<file path="config.mk">
export PLATFORM = sky130hd
export DESIGN_NAME = afcdt_fan_ctrl
export DESIGN_NICKNAME = d
export VERILOG_FILES = /design/src/afcdt_pkg.sv /design/src/afcdt_fan_ctrl.sv /design/src/afcdt_target_regs.sv
export VERILOG_INCLUDE_DIRS = /design/src /design/src/src
export SDC_FILE = /design/constraint.sdc
export NUM_CORES = 2
export LEC_CHECK = 0
export ABC_AREA = 0
export BUFFER_PORTS_ARGS = -buffer_cell sky130_fd_sc_hd__buf_2
export CAP_MARGIN = 20
export CORE_ASPECT_RATIO = 1.75
export CORE_MARGIN = 8
export CORE_UTILIZATION = 30
export CTS_BUF_LIST = sky130_fd_sc_hd__clkbuf_4
export DETAILED_ROUTE_END_ITERATION = 8
export HOLD_SLACK_MARGIN = 0.03
export PLACE_DENSITY_LB_ADDON = 0.2
export SETUP_SLACK_MARGIN = 0.15
export SLEW_MARGIN = 20
export SYNTH_ARGS = -nofsm -noshare
export SYNTH_HDL_FRONTEND = slang
export SYNTH_SLANG_ARGS = --single-unit
</file>
<file path="constraint.sdc">
create_clock -name clock -period 17.2 [get_ports clock]
set_input_delay 3.44 -clock clock [delete_from_list [all_inputs] [get_ports clock]]
set_output_delay 3.44 -clock clock [all_outputs]
set_load 0.03 [all_outputs]
</file>
<file path="src/afcdt_defs.svh">
`ifndef AFCDT_DEFS_SVH
`define AFCDT_DEFS_SVH

// channel order: 0 first remote, 1 local, 2 second remote
`define AFCDT_NUM_CHAN        3
`define AFCDT_NUM_PWM         3
`define AFCDT_NUM_TACH        4

`define AFCDT_OFS_R1_TARGET   8'h33
`define AFCDT_OFS_LOC_TARGET  8'h34
`define AFCDT_OFS_R2_TARGET   8'h35
`define AFCDT_TARGET_RESET    8'hA4

`define AFCDT_FANSEL_REMOTE1  3'h0
`define AFCDT_FANSEL_LOCAL    3'h1
`define AFCDT_FANSEL_REMOTE2  3'h2
`define AFCDT_FANSEL_FULL     3'h3
`define AFCDT_FANSEL_OFF      3'h4
`define AFCDT_FANSEL_MAX_LR2  3'h5
`define AFCDT_FANSEL_MAX_ALL  3'h6
`define AFCDT_FANSEL_MANUAL   3'h7

`define AFCDT_DUTY_FULL       8'hFF
`define AFCDT_DUTY_OFF        8'h00
`define AFCDT_DYN_STEP        8'h01
`define AFCDT_DYN_HYST        8'h04
`define AFCDT_TEMP_MAX        8'hFF
`define AFCDT_TACH_MAX        8'hFF

`endif

</file>
<file path="src/afcdt_pkg.sv">
package afcdt_pkg;
    typedef logic [7:0] afcdt_temp_type;
    typedef logic [7:0] afcdt_duty_type;
    typedef logic [2:0] afcdt_fansel_type;
    typedef logic [2:0] afcdt_span_type;
endpackage

</file>
<file path="src/afcdt_fan_ctrl.sv">
`timescale 1ns/1ps
`default_nettype none
`include "afcdt_defs.svh"

// Function
// regulates fans alone once programmed
// three pwm outputs, four tach monitors
// independent calibration per temperature channel
// per output min duty, fail threshold, ramp
// fan on above fan-on temperature
// span sets duty slope above fan-on
// below low limit sets status flag
// above high limit sets status flag
// above critical limit forces full duty
// dynamic mode steers fan-on toward target
// one target register per channel
// targets reset to 100 degrees code
// software programs basics before dynamic mode
// core rail low suspends dynamic adjustment
// behaviour field selects controlling channel
// duty rises linearly min to full
// fixed dynamic steps once per measurement
module afcdt_fan_ctrl (
    input  wire logic                      clock,
    input  wire logic                      rst,
    input  wire logic [7:0]                reg_addr,
    input  wire logic                      reg_wr,
    input  wire afcdt_pkg::afcdt_temp_type reg_wdata,
    output var  afcdt_pkg::afcdt_temp_type reg_rdata,
    input  wire logic                      meas_done,
    input  wire afcdt_pkg::afcdt_temp_type temp              [3],
    input  wire afcdt_pkg::afcdt_temp_type fan_on_temp       [3],
    input  wire afcdt_pkg::afcdt_span_type duty_slope_span   [3],
    input  wire afcdt_pkg::afcdt_temp_type low_temp_limit    [3],
    input  wire afcdt_pkg::afcdt_temp_type high_temp_limit   [3],
    input  wire afcdt_pkg::afcdt_temp_type critical_temp_limit [3],
    input  wire logic [2:0]                critical_enable,
    input  wire logic [2:0]                dynamic_enable,
    input  wire logic [2:0]                alert_enable,
    input  wire logic                      status_clear,
    input  wire logic                      cpu_core_rail_low,
    input  wire afcdt_pkg::afcdt_fansel_type fan_behaviour_select [3],
    input  wire afcdt_pkg::afcdt_duty_type min_fan_duty      [3],
    input  wire afcdt_pkg::afcdt_duty_type manual_duty       [3],
    input  wire afcdt_pkg::afcdt_duty_type ramp_step         [3],
    input  wire logic [7:0]                tach_fail_limit   [3],
    input  wire logic [3:0]                tach_in,
    output var  afcdt_pkg::afcdt_temp_type active_fan_on_temp [3],
    output var  afcdt_pkg::afcdt_duty_type duty_now          [3],
    output var  logic [2:0]                pwm_out,
    output var  logic [7:0]                tach_count        [4],
    output var  logic [3:0]                fan_fail,
    output var  logic [2:0]                low_flag,
    output var  logic [2:0]                high_flag,
    output logic                           alert
);
    import afcdt_pkg::*;

    afcdt_temp_type target [3];
    afcdt_temp_type fot_q  [3];
    afcdt_temp_type fot_d  [3];
    afcdt_duty_type duty_q [3];
    afcdt_duty_type duty_d [3];
    afcdt_duty_type goal   [3];
    afcdt_duty_type ch_duty [3][3];
    logic [7:0]     pcnt_q;
    logic [7:0]     pcnt_d;
    logic [2:0]     pwm_q;
    logic [2:0]     pwm_d;
    logic [2:0]     low_q;
    logic [2:0]     low_d;
    logic [2:0]     high_q;
    logic [2:0]     high_d;
    logic [3:0]     tsync1_q;
    logic [3:0]     tsync2_q;
    logic [3:0]     tsync3_q;
    logic           rail1_q;
    logic           rail2_q;
    logic [7:0]     tacc_q [4];
    logic [7:0]     tacc_d [4];
    logic [7:0]     tcnt_q [4];
    logic [7:0]     tcnt_d [4];
    logic [3:0]     fail_q;
    logic [3:0]     fail_d;

    afcdt_target_regs u_targets (
        .clock     (clock),
        .rst       (rst),
        .reg_addr  (reg_addr),
        .reg_wr    (reg_wr),
        .reg_wdata (reg_wdata),
        .reg_rdata (reg_rdata),
        .target    (target)
    );

    // duty for one channel seen through one output's minimum duty
    function automatic afcdt_duty_type calc_duty(
        input afcdt_temp_type t,
        input afcdt_temp_type fot,
        input afcdt_span_type span,
        input afcdt_duty_type mind,
        input afcdt_temp_type crit,
        input logic           crit_en
    );
        logic [7:0]  diff;
        logic [7:0]  room;
        logic [15:0] scaled;
        diff   = t - fot;
        room   = `AFCDT_DUTY_FULL - mind;
        scaled = (16'(room) * 16'(diff)) >> span;
        if (crit_en && t > crit) begin
            calc_duty = `AFCDT_DUTY_FULL;
        end else if (t <= fot) begin
            calc_duty = `AFCDT_DUTY_OFF;
        end else if (scaled >= 16'(room)) begin
            calc_duty = `AFCDT_DUTY_FULL;
        end else begin
            calc_duty = mind + scaled[7:0];
        end
    endfunction

    function automatic afcdt_duty_type max2(input afcdt_duty_type a, input afcdt_duty_type b);
        max2 = (a > b) ? a : b;
    endfunction

    // dynamic fan-on temperature, one step per measurement
    always_comb begin
        for (int c = 0; c < 3; c++) begin
            fot_d[c] = fot_q[c];
            if (!dynamic_enable[c]) begin
                fot_d[c] = fan_on_temp[c];
            end else if (meas_done && !rail2_q) begin
                if (temp[c] > target[c] && fot_q[c] >= `AFCDT_DYN_STEP) begin
                    fot_d[c] = fot_q[c] - `AFCDT_DYN_STEP;
                end else if (temp[c] < target[c] - `AFCDT_DYN_HYST
                             && target[c] >= `AFCDT_DYN_HYST
                             && fot_q[c] <= `AFCDT_TEMP_MAX - `AFCDT_DYN_STEP) begin
                    fot_d[c] = fot_q[c] + `AFCDT_DYN_STEP;
                end
            end
        end
    end

    // channel duties, behaviour mux and ramp
    always_comb begin
        for (int p = 0; p < 3; p++) begin
            for (int c = 0; c < 3; c++) begin
                ch_duty[p][c] = calc_duty(temp[c], fot_q[c], duty_slope_span[c],
                                          min_fan_duty[p], critical_temp_limit[c],
                                          critical_enable[c]);
            end
            unique case (fan_behaviour_select[p])
                `AFCDT_FANSEL_REMOTE1: goal[p] = ch_duty[p][0];
                `AFCDT_FANSEL_LOCAL:   goal[p] = ch_duty[p][1];
                `AFCDT_FANSEL_REMOTE2: goal[p] = ch_duty[p][2];
                `AFCDT_FANSEL_FULL:    goal[p] = `AFCDT_DUTY_FULL;
                `AFCDT_FANSEL_OFF:     goal[p] = `AFCDT_DUTY_OFF;
                `AFCDT_FANSEL_MAX_LR2: goal[p] = max2(ch_duty[p][1], ch_duty[p][2]);
                `AFCDT_FANSEL_MAX_ALL: goal[p] = max2(ch_duty[p][0],
                                                      max2(ch_duty[p][1], ch_duty[p][2]));
                `AFCDT_FANSEL_MANUAL:  goal[p] = manual_duty[p];
            endcase
            duty_d[p] = duty_q[p];
            if (meas_done) begin
                if (ramp_step[p] == 8'h00) begin
                    duty_d[p] = goal[p];
                end else if (goal[p] > duty_q[p]) begin
                    duty_d[p] = (goal[p] - duty_q[p] > ramp_step[p])
                              ? duty_q[p] + ramp_step[p] : goal[p];
                end else begin
                    duty_d[p] = (duty_q[p] - goal[p] > ramp_step[p])
                              ? duty_q[p] - ramp_step[p] : goal[p];
                end
            end
        end
    end

    // pwm waveform, full code gives a steady high
    always_comb begin
        pcnt_d = pcnt_q + 8'h01;
        for (int p = 0; p < 3; p++) begin
            pwm_d[p] = (duty_q[p] == `AFCDT_DUTY_FULL) || (pcnt_q < duty_q[p]);
        end
    end

    // sticky limit flags, set wins over clear
    always_comb begin
        low_d  = status_clear ? 3'h0 : low_q;
        high_d = status_clear ? 3'h0 : high_q;
        for (int c = 0; c < 3; c++) begin
            if (meas_done && temp[c] < low_temp_limit[c]) begin
                low_d[c] = 1'b1;
            end
            if (meas_done && temp[c] > high_temp_limit[c]) begin
                high_d[c] = 1'b1;
            end
        end
    end

    // tach edge counting per measurement cycle
    always_comb begin
        for (int f = 0; f < 4; f++) begin
            tacc_d[f] = tacc_q[f];
            tcnt_d[f] = tcnt_q[f];
            fail_d[f] = fail_q[f];
            if (tsync2_q[f] && !tsync3_q[f] && tacc_q[f] != `AFCDT_TACH_MAX) begin
                tacc_d[f] = tacc_q[f] + 8'h01;
            end
            if (meas_done) begin
                tcnt_d[f] = tacc_q[f];
                tacc_d[f] = 8'h00;
                fail_d[f] = tacc_q[f] < tach_fail_limit[(f > 2) ? 2 : f];
            end
        end
    end

    always_ff @(posedge clock) begin
        if (rst) begin
            for (int i = 0; i < 3; i++) begin
                fot_q[i]  <= 8'h00;
                duty_q[i] <= 8'h00;
            end
            for (int f = 0; f < 4; f++) begin
                tacc_q[f] <= 8'h00;
                tcnt_q[f] <= 8'h00;
            end
            pcnt_q   <= 8'h00;
            pwm_q    <= 3'h0;
            low_q    <= 3'h0;
            high_q   <= 3'h0;
            fail_q   <= 4'h0;
            tsync1_q <= 4'h0;
            tsync2_q <= 4'h0;
            tsync3_q <= 4'h0;
            rail1_q  <= 1'b0;
            rail2_q  <= 1'b0;
        end else begin
            fot_q    <= fot_d;
            duty_q   <= duty_d;
            tacc_q   <= tacc_d;
            tcnt_q   <= tcnt_d;
            pcnt_q   <= pcnt_d;
            pwm_q    <= pwm_d;
            low_q    <= low_d;
            high_q   <= high_d;
            fail_q   <= fail_d;
            tsync1_q <= tach_in;
            tsync2_q <= tsync1_q;
            tsync3_q <= tsync2_q;
            rail1_q  <= cpu_core_rail_low;
            rail2_q  <= rail1_q;
        end
    end

    assign active_fan_on_temp = fot_q;
    assign duty_now           = duty_q;
    assign pwm_out            = pwm_q;
    assign tach_count         = tcnt_q;
    assign fan_fail           = fail_q;
    assign low_flag           = low_q;
    assign high_flag          = high_q;
    assign alert              = |((low_q | high_q) & alert_enable);

    a_dyn_suspend_hold: assert property (@(posedge clock) disable iff (rst)
        dynamic_enable[0] && rail2_q ##1 dynamic_enable[0] |-> $stable(fot_q[0]))
        else $error("fan-on temperature moved while core rail low");

    a_dyn_step_down: assert property (@(posedge clock) disable iff (rst)
        dynamic_enable[0] && !rail2_q && meas_done && temp[0] > target[0]
        && fot_q[0] != 8'h00 |=> fot_q[0] == $past(fot_q[0]) - 8'h01)
        else $error("fan-on temperature did not step down");

    a_fan_off_below: assert property (@(posedge clock) disable iff (rst)
        meas_done && fan_behaviour_select[0] == 3'h0 && ramp_step[0] == 8'h00
        && !critical_enable[0] && temp[0] <= fot_q[0] |=> duty_q[0] == 8'h00)
        else $error("fan not off at or below fan-on temperature");

    a_crit_full_duty: assert property (@(posedge clock) disable iff (rst)
        meas_done && fan_behaviour_select[0] == 3'h0 && ramp_step[0] == 8'h00
        && critical_enable[0] && temp[0] > critical_temp_limit[0]
        |=> duty_q[0] == 8'hFF ##1 pwm_q[0])
        else $error("critical temperature did not force full duty");

    a_low_flag_set: assert property (@(posedge clock) disable iff (rst)
        meas_done && temp[0] < low_temp_limit[0] |=> low_q[0])
        else $error("low limit flag not set");

    a_high_flag_set: assert property (@(posedge clock) disable iff (rst)
        meas_done && temp[0] > high_temp_limit[0] |=> high_q[0])
        else $error("high limit flag not set");

    a_ramp_bounded: assert property (@(posedge clock) disable iff (rst)
        meas_done && ramp_step[1] != 8'h00 && goal[1] > duty_q[1]
        |=> duty_q[1] > $past(duty_q[1])
            && duty_q[1] - $past(duty_q[1]) <= $past(ramp_step[1]))
        else $error("ramp exceeded its step");

    a_full_speed_mode: assert property (@(posedge clock) disable iff (rst)
        meas_done && fan_behaviour_select[2] == 3'h3 && ramp_step[2] == 8'h00
        |=> duty_q[2] == 8'hFF)
        else $error("full speed behaviour not at full duty");

endmodule

`default_nettype wire

</file>
<file path="src/afcdt_target_regs.sv">
`timescale 1ns/1ps
`default_nettype none
`include "afcdt_defs.svh"

module afcdt_target_regs (
    input  wire logic                     clock,
    input  wire logic                     rst,
    input  wire logic [7:0]               reg_addr,
    input  wire logic                     reg_wr,
    input  wire afcdt_pkg::afcdt_temp_type reg_wdata,
    output var  afcdt_pkg::afcdt_temp_type reg_rdata,
    output var  afcdt_pkg::afcdt_temp_type target [3]
);
    import afcdt_pkg::*;

    afcdt_temp_type tgt_q [3];
    afcdt_temp_type tgt_d [3];
    afcdt_temp_type rdata_q;
    afcdt_temp_type rdata_d;

    function automatic logic [1:0] addr_index(input logic [7:0] a);
        unique case (a)
            `AFCDT_OFS_R1_TARGET:  addr_index = 2'd0;
            `AFCDT_OFS_LOC_TARGET: addr_index = 2'd1;
            `AFCDT_OFS_R2_TARGET:  addr_index = 2'd2;
            default:               addr_index = 2'd3;
        endcase
    endfunction

    always_comb begin
        for (int i = 0; i < 3; i++) begin
            tgt_d[i] = tgt_q[i];
        end
        if (reg_wr && addr_index(reg_addr) != 2'd3) begin
            tgt_d[addr_index(reg_addr)] = reg_wdata;
        end
        rdata_d = (addr_index(reg_addr) == 2'd3) ? 8'h00 : tgt_q[addr_index(reg_addr)];
    end

    always_ff @(posedge clock) begin
        if (rst) begin
            for (int i = 0; i < 3; i++) begin
                tgt_q[i] <= `AFCDT_TARGET_RESET;
            end
            rdata_q <= 8'h00;
        end else begin
            tgt_q   <= tgt_d;
            rdata_q <= rdata_d;
        end
    end

    assign reg_rdata = rdata_q;
    assign target    = tgt_q;

    a_target_reset_val: assert property (@(posedge clock) disable iff (rst)
        $fell(rst) |-> (tgt_q[0] == 8'hA4 && tgt_q[1] == 8'hA4 && tgt_q[2] == 8'hA4))
        else $error("target not at reset value after reset");

endmodule

`default_nettype wire

</file>
== After elaboration in Yosys (flattened, before gate mapping) ==
Cells that the tools add are included.

* Register bits: 179
* Output and inout port bits: 102
* Bits of input ports: 269
* Word-level logic and storage cells: 325

* $mul: 9
* Shifts and indexed selects: 9
* Bitwise gates (word level): 4
* $add $sub $neg: 41
* Reduce and logical (&&, ||, !) cells: 55
* Magnitude comparators: 61
* Mux-type cells: 75
* Eq/ne operators: 39

{| class="wikitable"
|+ Operators with widths
! kind !! count
|-
| 2-to-1 mux 8 bit || 60
|-
| greater-than comparator 8 bit || 24
|-
| case mux 8 bit (8 select lines) || 3
|-
| >= comparator 16 x 8 -> 1 bit || 9
|-
| multiplier 8 x 8 -> 16 bit || 9
|-
| right shift 16 x 3 -> 16 bit || 9
|-
| < comparator 8 bit || 13
|-
| adder 8 bit || 12
|-
| subtractor 8 bit || 12
|-
| adder 8 x 1 -> 8 bit (second input constant) || 8
|-
| equality test 3 bit (second input constant) || 12
|-
| inequality test 8 bit (second input constant) || 4
|-
| logical AND 1 bit || 29
|-
| bitwise mux 24 bit || 1
|-
| equality test 8 x 6 -> 1 bit (second input constant) || 3
|-
| equality test 8 bit (second input constant) || 3
|-
| >= comparator 8 x 1 -> 1 bit (second input constant) || 3
|-
| >= comparator 8 x 3 -> 1 bit (second input constant) || 3
|-
| <= comparator 8 bit || 3
|-
| <= comparator 8 bit (second input constant) || 3
|-
| logical NOT 8 bit || 3
|-
| subtractor 8 x 1 -> 8 bit (second input constant) || 3
|-
| subtractor 8 x 3 -> 8 bit (second input constant) || 3
|-
| subtractor 8 bit (first input constant) || 3
|-
| other kinds (24) || 58
|}

== Logic depth before layout (Yosys ltp) ==
* Depth in word-level cells: 17
* Mapped depth: 83
* Depth with buffers taken out: 81

== Cells and area by module ==
A second synthesis with hierarchy kept.

* Cells, all modules: 6,258
* Area total of the unflattened synthesis: 47,713.3 um2

{| class="wikitable"
|+ By module, submodules not included
! module !! times used !! cells an instance !! seq. area each (um2) !! area an instance (um2)
|-
| afcdt_fan_ctrl || 1 || 6,128 || 2,942.8 || 46,344.4
|-
| afcdt_target_regs || 1 || 130 || 640.6 || 1,368.8
|}

== Worst setup path before layout ==
No wires, ideal clock.

* Path type: input-to-reg
* Start: in temp[0] (netlist name)
* End: reg duty_q, in the netlist duty_now[3]
* Path slack: -0.953 ns
* Data required time: 17.076 ns
* Path buffers: 4
* Stages on the path: 76
* Arrival: 18.029 ns
* Library setup time: 0.124 ns
* Cells stage by stage: inv_1 > ha_1 > inv_1 > fa_1 > a21o_1 > a21oi_1 > o21bai_1 > a21oi_1 > xnor2_1 > clkbuf_1 > nor2_1 > fa_1 > inv_1 > fa_1 > fa_1 > fa_1 > inv_1 > ha_1 > [40 not listed] > fa_1 > a21o_1 > a21oi_1 > o21bai_1 > a21oi_1 > xnor2_1 > ha_1 > a21o_1 > a21oi_1 > o21ai_0 > o21a_1 > nand2_1 > clkbuf_1 > o32ai_1 > o21ai_0 > nor2_1 > a221oi_1 > a21oi_1

* Longest elaborated chain between the ends: 17
* Elaborated cells on any way between the ends: 25
* Those cells by class: add/sub: 4; mul: 1; order compare: 8; shift: 1; mux: 10; reduce/logical: 1

{| class="wikitable"
|+ Ends and longest elaborated chain
! item !! RTL line !! RTL
|-
| start: declaration || afcdt_fan_ctrl.sv:31 || <nowiki>input wire afcdt_pkg::afcdt_temp_type temp [3],</nowiki>
|-
| subtractor 8 bit || afcdt_fan_ctrl.sv:108 || <nowiki>diff = t - fot;</nowiki>
|-
| multiplier 8 x 8 -> 16 bit || afcdt_fan_ctrl.sv:110 || <nowiki>scaled = (16'(room) * 16'(diff)) >> span;</nowiki>
|-
| right shift 16 x 3 -> 16 bit || afcdt_fan_ctrl.sv:110 ||
|-
| >= comparator 16 x 8 -> 1 bit or adder 8 bit (tied branches) || afcdt_fan_ctrl.sv:115, afcdt_fan_ctrl.sv:118 ||
|-
| 2-to-1 mux 8 bit || afcdt_fan_ctrl.sv:115 || <nowiki>end else if (scaled >= 16'(room)) begin</nowiki>
|-
| 2-to-1 mux 8 bit || afcdt_fan_ctrl.sv:113 || <nowiki>end else if (t <= fot) begin</nowiki>
|-
| 2-to-1 mux 8 bit (*) || afcdt_fan_ctrl.sv:111 || <nowiki>if (crit_en && t > crit) begin</nowiki>
|-
| greater-than comparator 8 bit || afcdt_fan_ctrl.sv:123 || <nowiki>max2 = (a > b) ? a : b;</nowiki>
|-
| 2-to-1 mux 8 bit || afcdt_fan_ctrl.sv:123 ||
|-
| greater-than comparator 8 bit || afcdt_fan_ctrl.sv:123 ||
|-
| 2-to-1 mux 8 bit || afcdt_fan_ctrl.sv:123 ||
|-
| case mux 8 bit (8 select lines) (*) || afcdt_fan_ctrl.sv:152 || <nowiki>unique case (fan_behaviour_select[p])</nowiki>
|-
| subtractor 8 bit (on tied branches) || afcdt_fan_ctrl.sv:171, afcdt_fan_ctrl.sv:168 ||
|-
| greater-than comparator 8 bit (on tied branches) || afcdt_fan_ctrl.sv:171, afcdt_fan_ctrl.sv:168 ||
|-
| 2-to-1 mux 8 bit (on tied branches) || afcdt_fan_ctrl.sv:172, afcdt_fan_ctrl.sv:169 ||
|-
| 2-to-1 mux 8 bit || afcdt_fan_ctrl.sv:167 || <nowiki>end else if (goal[p] > duty_q[p]) begin</nowiki>
|-
| 2-to-1 mux 8 bit (*) || afcdt_fan_ctrl.sv:165 || <nowiki>if (ramp_step[p] == 8'h00) begin</nowiki>
|-
| end signal: assignment || afcdt_fan_ctrl.sv:239 || <nowiki>duty_q <= duty_d;</nowiki>
|-
| end: declaration || afcdt_fan_ctrl.sv:62 || <nowiki>afcdt_duty_type duty_q [3];</nowiki>
|}

Every way passes the cells marked *; elsewhere a longest branch is shown, timed or not.
A chain may end at the register's enable or synchronous reset.

== Final worst setup path ==
* Start: in temp[8] (netlist name)
* End: reg duty_q, in the netlist duty_now[16]

The elaborated chain is that of the path after synthesis.

==> impl_metrics.json <==
{
  "status": "completed",
  "synth_mux_area_share_pct": 3.664,
  "fin_crit_ps": 16850,
  "synthTopCellsByCount": "nor2_1 (841), ha_1 (797), inv_1 (792), a21oi_1 (415), fa_1 (348)",
  "h-tree-depth": 4,
  "synth_most_common_cell": "nor2_1",
  "grt_pass1_vias": 50760,
  "crit_path_end_kind": "register",
  "clk_path_buf_depth": 2,
  "cts_tree": "done",
  "fin_crit_sh_pct": 97.95,
  "grt.overflow.total": 0,
  "io_pins": 371,
  "synth-seq-cells": 179,
  "synth_compound_area_share_pct": 20.69,
  "cts_sinks": 179,
  "cts_buffers": 17,
  "synth_area_leader_cell": "ha_1",
  "grtUsageTotal_pct": 21.68,
  "clock.fmax_mhz": 59.35,
  "place_ws_ps": -1569,
  "routed_wl_mm": 195.8,
  "whs_ps": 435.4,
  "yosysSeqAreaShare_pct": 7.512,
  "fillers": 16640,
  "grt_max_degree": 63,
  "slew-limit-headroom_pct": 21.92,
  "synth-edff-count": 0,
  "netlist.area_leader.share_pct": 20.90,
  "fin_nets": 8786,
  "hpwl_mm": 167.2,
  "antenna_found_initial": 32,
  "drcViolationCount": 0,
  "clock_latency_ps": 770,
  "core_area_mm2": 0.1579,
  "hold_class": "reg -> reg",
  "cap_violations": 0,
  "ant_nets": 0,
  "worst_slack_ps": 352.1,
  "yosys.area_share.simple_pct": 19.11,
  "finalHoldViolCount": 0,
  "synth_cells": 6240,
  "setup_viol": 0,
  "slowest_stage": "fa_1",
  "final_max_slew_viol_count": 0,
  "synth_cell_types": 106,
  "path_clk_slew_ps": 210,
  "cp_common_cell": "buf_4",
  "criticalPathCategory": "in -> reg",
  "ys_warn_count": 0,
  "synthArstFlopShare_pct": 0,
  "cp.required_ps": 17870,
  "synth-adder-area-share_pct": 35.53,
  "drt_iter0_drc": 2195,
  "syn_area_mm2": 0.04770,
  "fin_skew_ps": 45.12,
  "syn2layout_area_growth_pct": 29.12,
  "gp_congestion": 0.9456,
  "max_stage_delay_ps": 520,
  "synth_nets": 7654,
  "rrSetupSlack_ps": 2310,
  "grt_pass1_wl_mm": 293.7,
  "cp.arrival_ps": 17520,
  "initial_utilization_pct": 30.20,
  "dr.pass1.iters": 5,
  "yosys-top-cells-area": "ha_1 (21%), fa_1 (15%), dfxtp_1 (7.5%)",
  "cts_hold_buf": 0,
  "synth_xor_area_share_pct": 5.049,
  "die_x_um": 317.4,
  "viasPerCell": 5.171,
  "synth_flop_cell": "dfxtp_1",
  "rows": 193,
  "worst_pin_slew_ps": 1165,
  "port_buffers": 370,
  "num_vias": 48850,
  "wl_per_cell_um": 20.73,
  "synth_top_family_by_area": "adder cells",
  "dieArea_mm2": 0.1725,
  "setup_tns_ps": 0,
  "die_height_um": 543.5,
  "rsz0062_at_grt": "yes",
  "syn_avg_cell_area_um2": 7.645,
  "cts_root_buffer": "clkbuf_4",
  "start_kind": "input pin",
  "path_max_fanout": 8,
  "drive_gt1_share_pct": 25.70
}
registers in the layout, indices dropped and copies added (netlist names):
| name | count |
|---|---|
| rail2_q | 1 |
| rail1_q | 1 |
| pwm_out | 3 |
| fan_fail | 4 |
| tsync3_q | 4 |
| low_flag | 3 |
| pcnt_q | 8 |
| high_flag | 3 |
| tacc_q | 32 |
| u_targets.reg_rdata | 8 |
| duty_now | 24 |
| active_fan_on_temp | 24 |
| tsync2_q | 4 |
| u_targets.target | 24 |
| tach_count | 32 |
| tsync1_q | 4 |
placed cells by master (no fill, tap or decap), drive strengths merged, types with 15 or more instances in the layout:
master / synthesis / layout
a211o: 35 / 35
buf: 43 / 1381
xnor2: 186 / 186
nand2: 300 / 300
o21bai: 76 / 76
mux2: 29 / 29
nor2b: 125 / 125
clkbuf: 228 / 18
nand4: 70 / 70
mux2i: 124 / 124
diode: 0 / 16
or3: 18 / 18
fa: 348 / 348
o221ai: 16 / 16
a21boi: 19 / 19
and2: 32 / 32
and3: 37 / 37
nor4: 22 / 22
a21oi: 419 / 419
nand2b: 183 / 183
nor2: 842 / 842
o21ai: 285 / 285
xor2: 89 / 89
a221o: 15 / 15
a31oi: 33 / 33
nor3: 61 / 61
o2111ai: 15 / 15
a21o: 136 / 136
or2: 76 / 77
inv: 794 / 801
o31ai: 38 / 39
dfxtp: 179 / 179
a211oi: 91 / 91
o21a: 77 / 77
o211ai: 43 / 43
o311ai: 15 / 15
ha: 797 / 797
nand3: 101 / 101
o22ai: 24 / 24
critical path, delay by kind of cell:
kind | cells | cell delay [ps]
buffers and inverters | 39 | 4560
AO/OA/AOI/OAI | 27 | 3810
adder cells (fa/ha/maj) | 10 | 3670
AND/OR/NAND/NOR | 14 | 1840
XOR/XNOR | 1 | 140
final cells by class:
class	count	area [um2]	share of cell area [%]
multi-input combinational	4997	42100	68.36
timing repair buffer	1382	9993	16.22
sequential	179	3583	5.818
inverter	795	2990	4.855
tap	2047	2561	4.158
clock inverter	15	193.9	0.3149
clock buffer	17	127.6	0.2072
antenna	16	40.04	0.06501
worst paths after layout:
check,end,start,depth (start not counted)
worst max-delay path,duty_now[16],temp[8],91
worst min-delay path,tsync2_q[0],tsync1_q[0],1
worst max register to register,duty_now[16],active_fan_on_temp[9],91
worst min register to register,tsync2_q[0],tsync1_q[0],1
cells by family after synthesis:
group                    count (synthesis)
XOR/XNOR                               275
buffers and inverters                 1066
flip-flops                             179
AND/OR/NAND/NOR                       1923
multiplexers                           161
AO/OA/AOI/OAI                         1490
adder cells (fa/ha/maj)               1146
routing by layer:
metal	routed length [um]	GRT usage, %	part of all wire, %	up-vias
met2	102900	42.06	53	1053
li1	-	-	-	23650
met3	6194	2.193	3.2	411
met5	152	0	0.078	-
met1	73110	22.48	37	23720
met4	13430	12.44	6.9	26
stage by stage:
stage,utilization (%),std cells,cell area [um2]
final,39.00,9448,61590
after global routing,38.98,9437,61570
after CTS,37.70,9372,59530
after detailed placement,37.12,9305,58620
after global placement,37.12,9305,58620
after floorplan,-,6240,47910
what timing repair did:
item	4_1_cts	5_1_grt
setup endpoints to repair	23	24
gates resized for setup	77	363
pin swaps	38	205
gates cloned	0	2
setup buffers	35	57
Power is not shown: default switching activity piles up to over one toggle a cycle in this logic, so the estimate is an artifact.
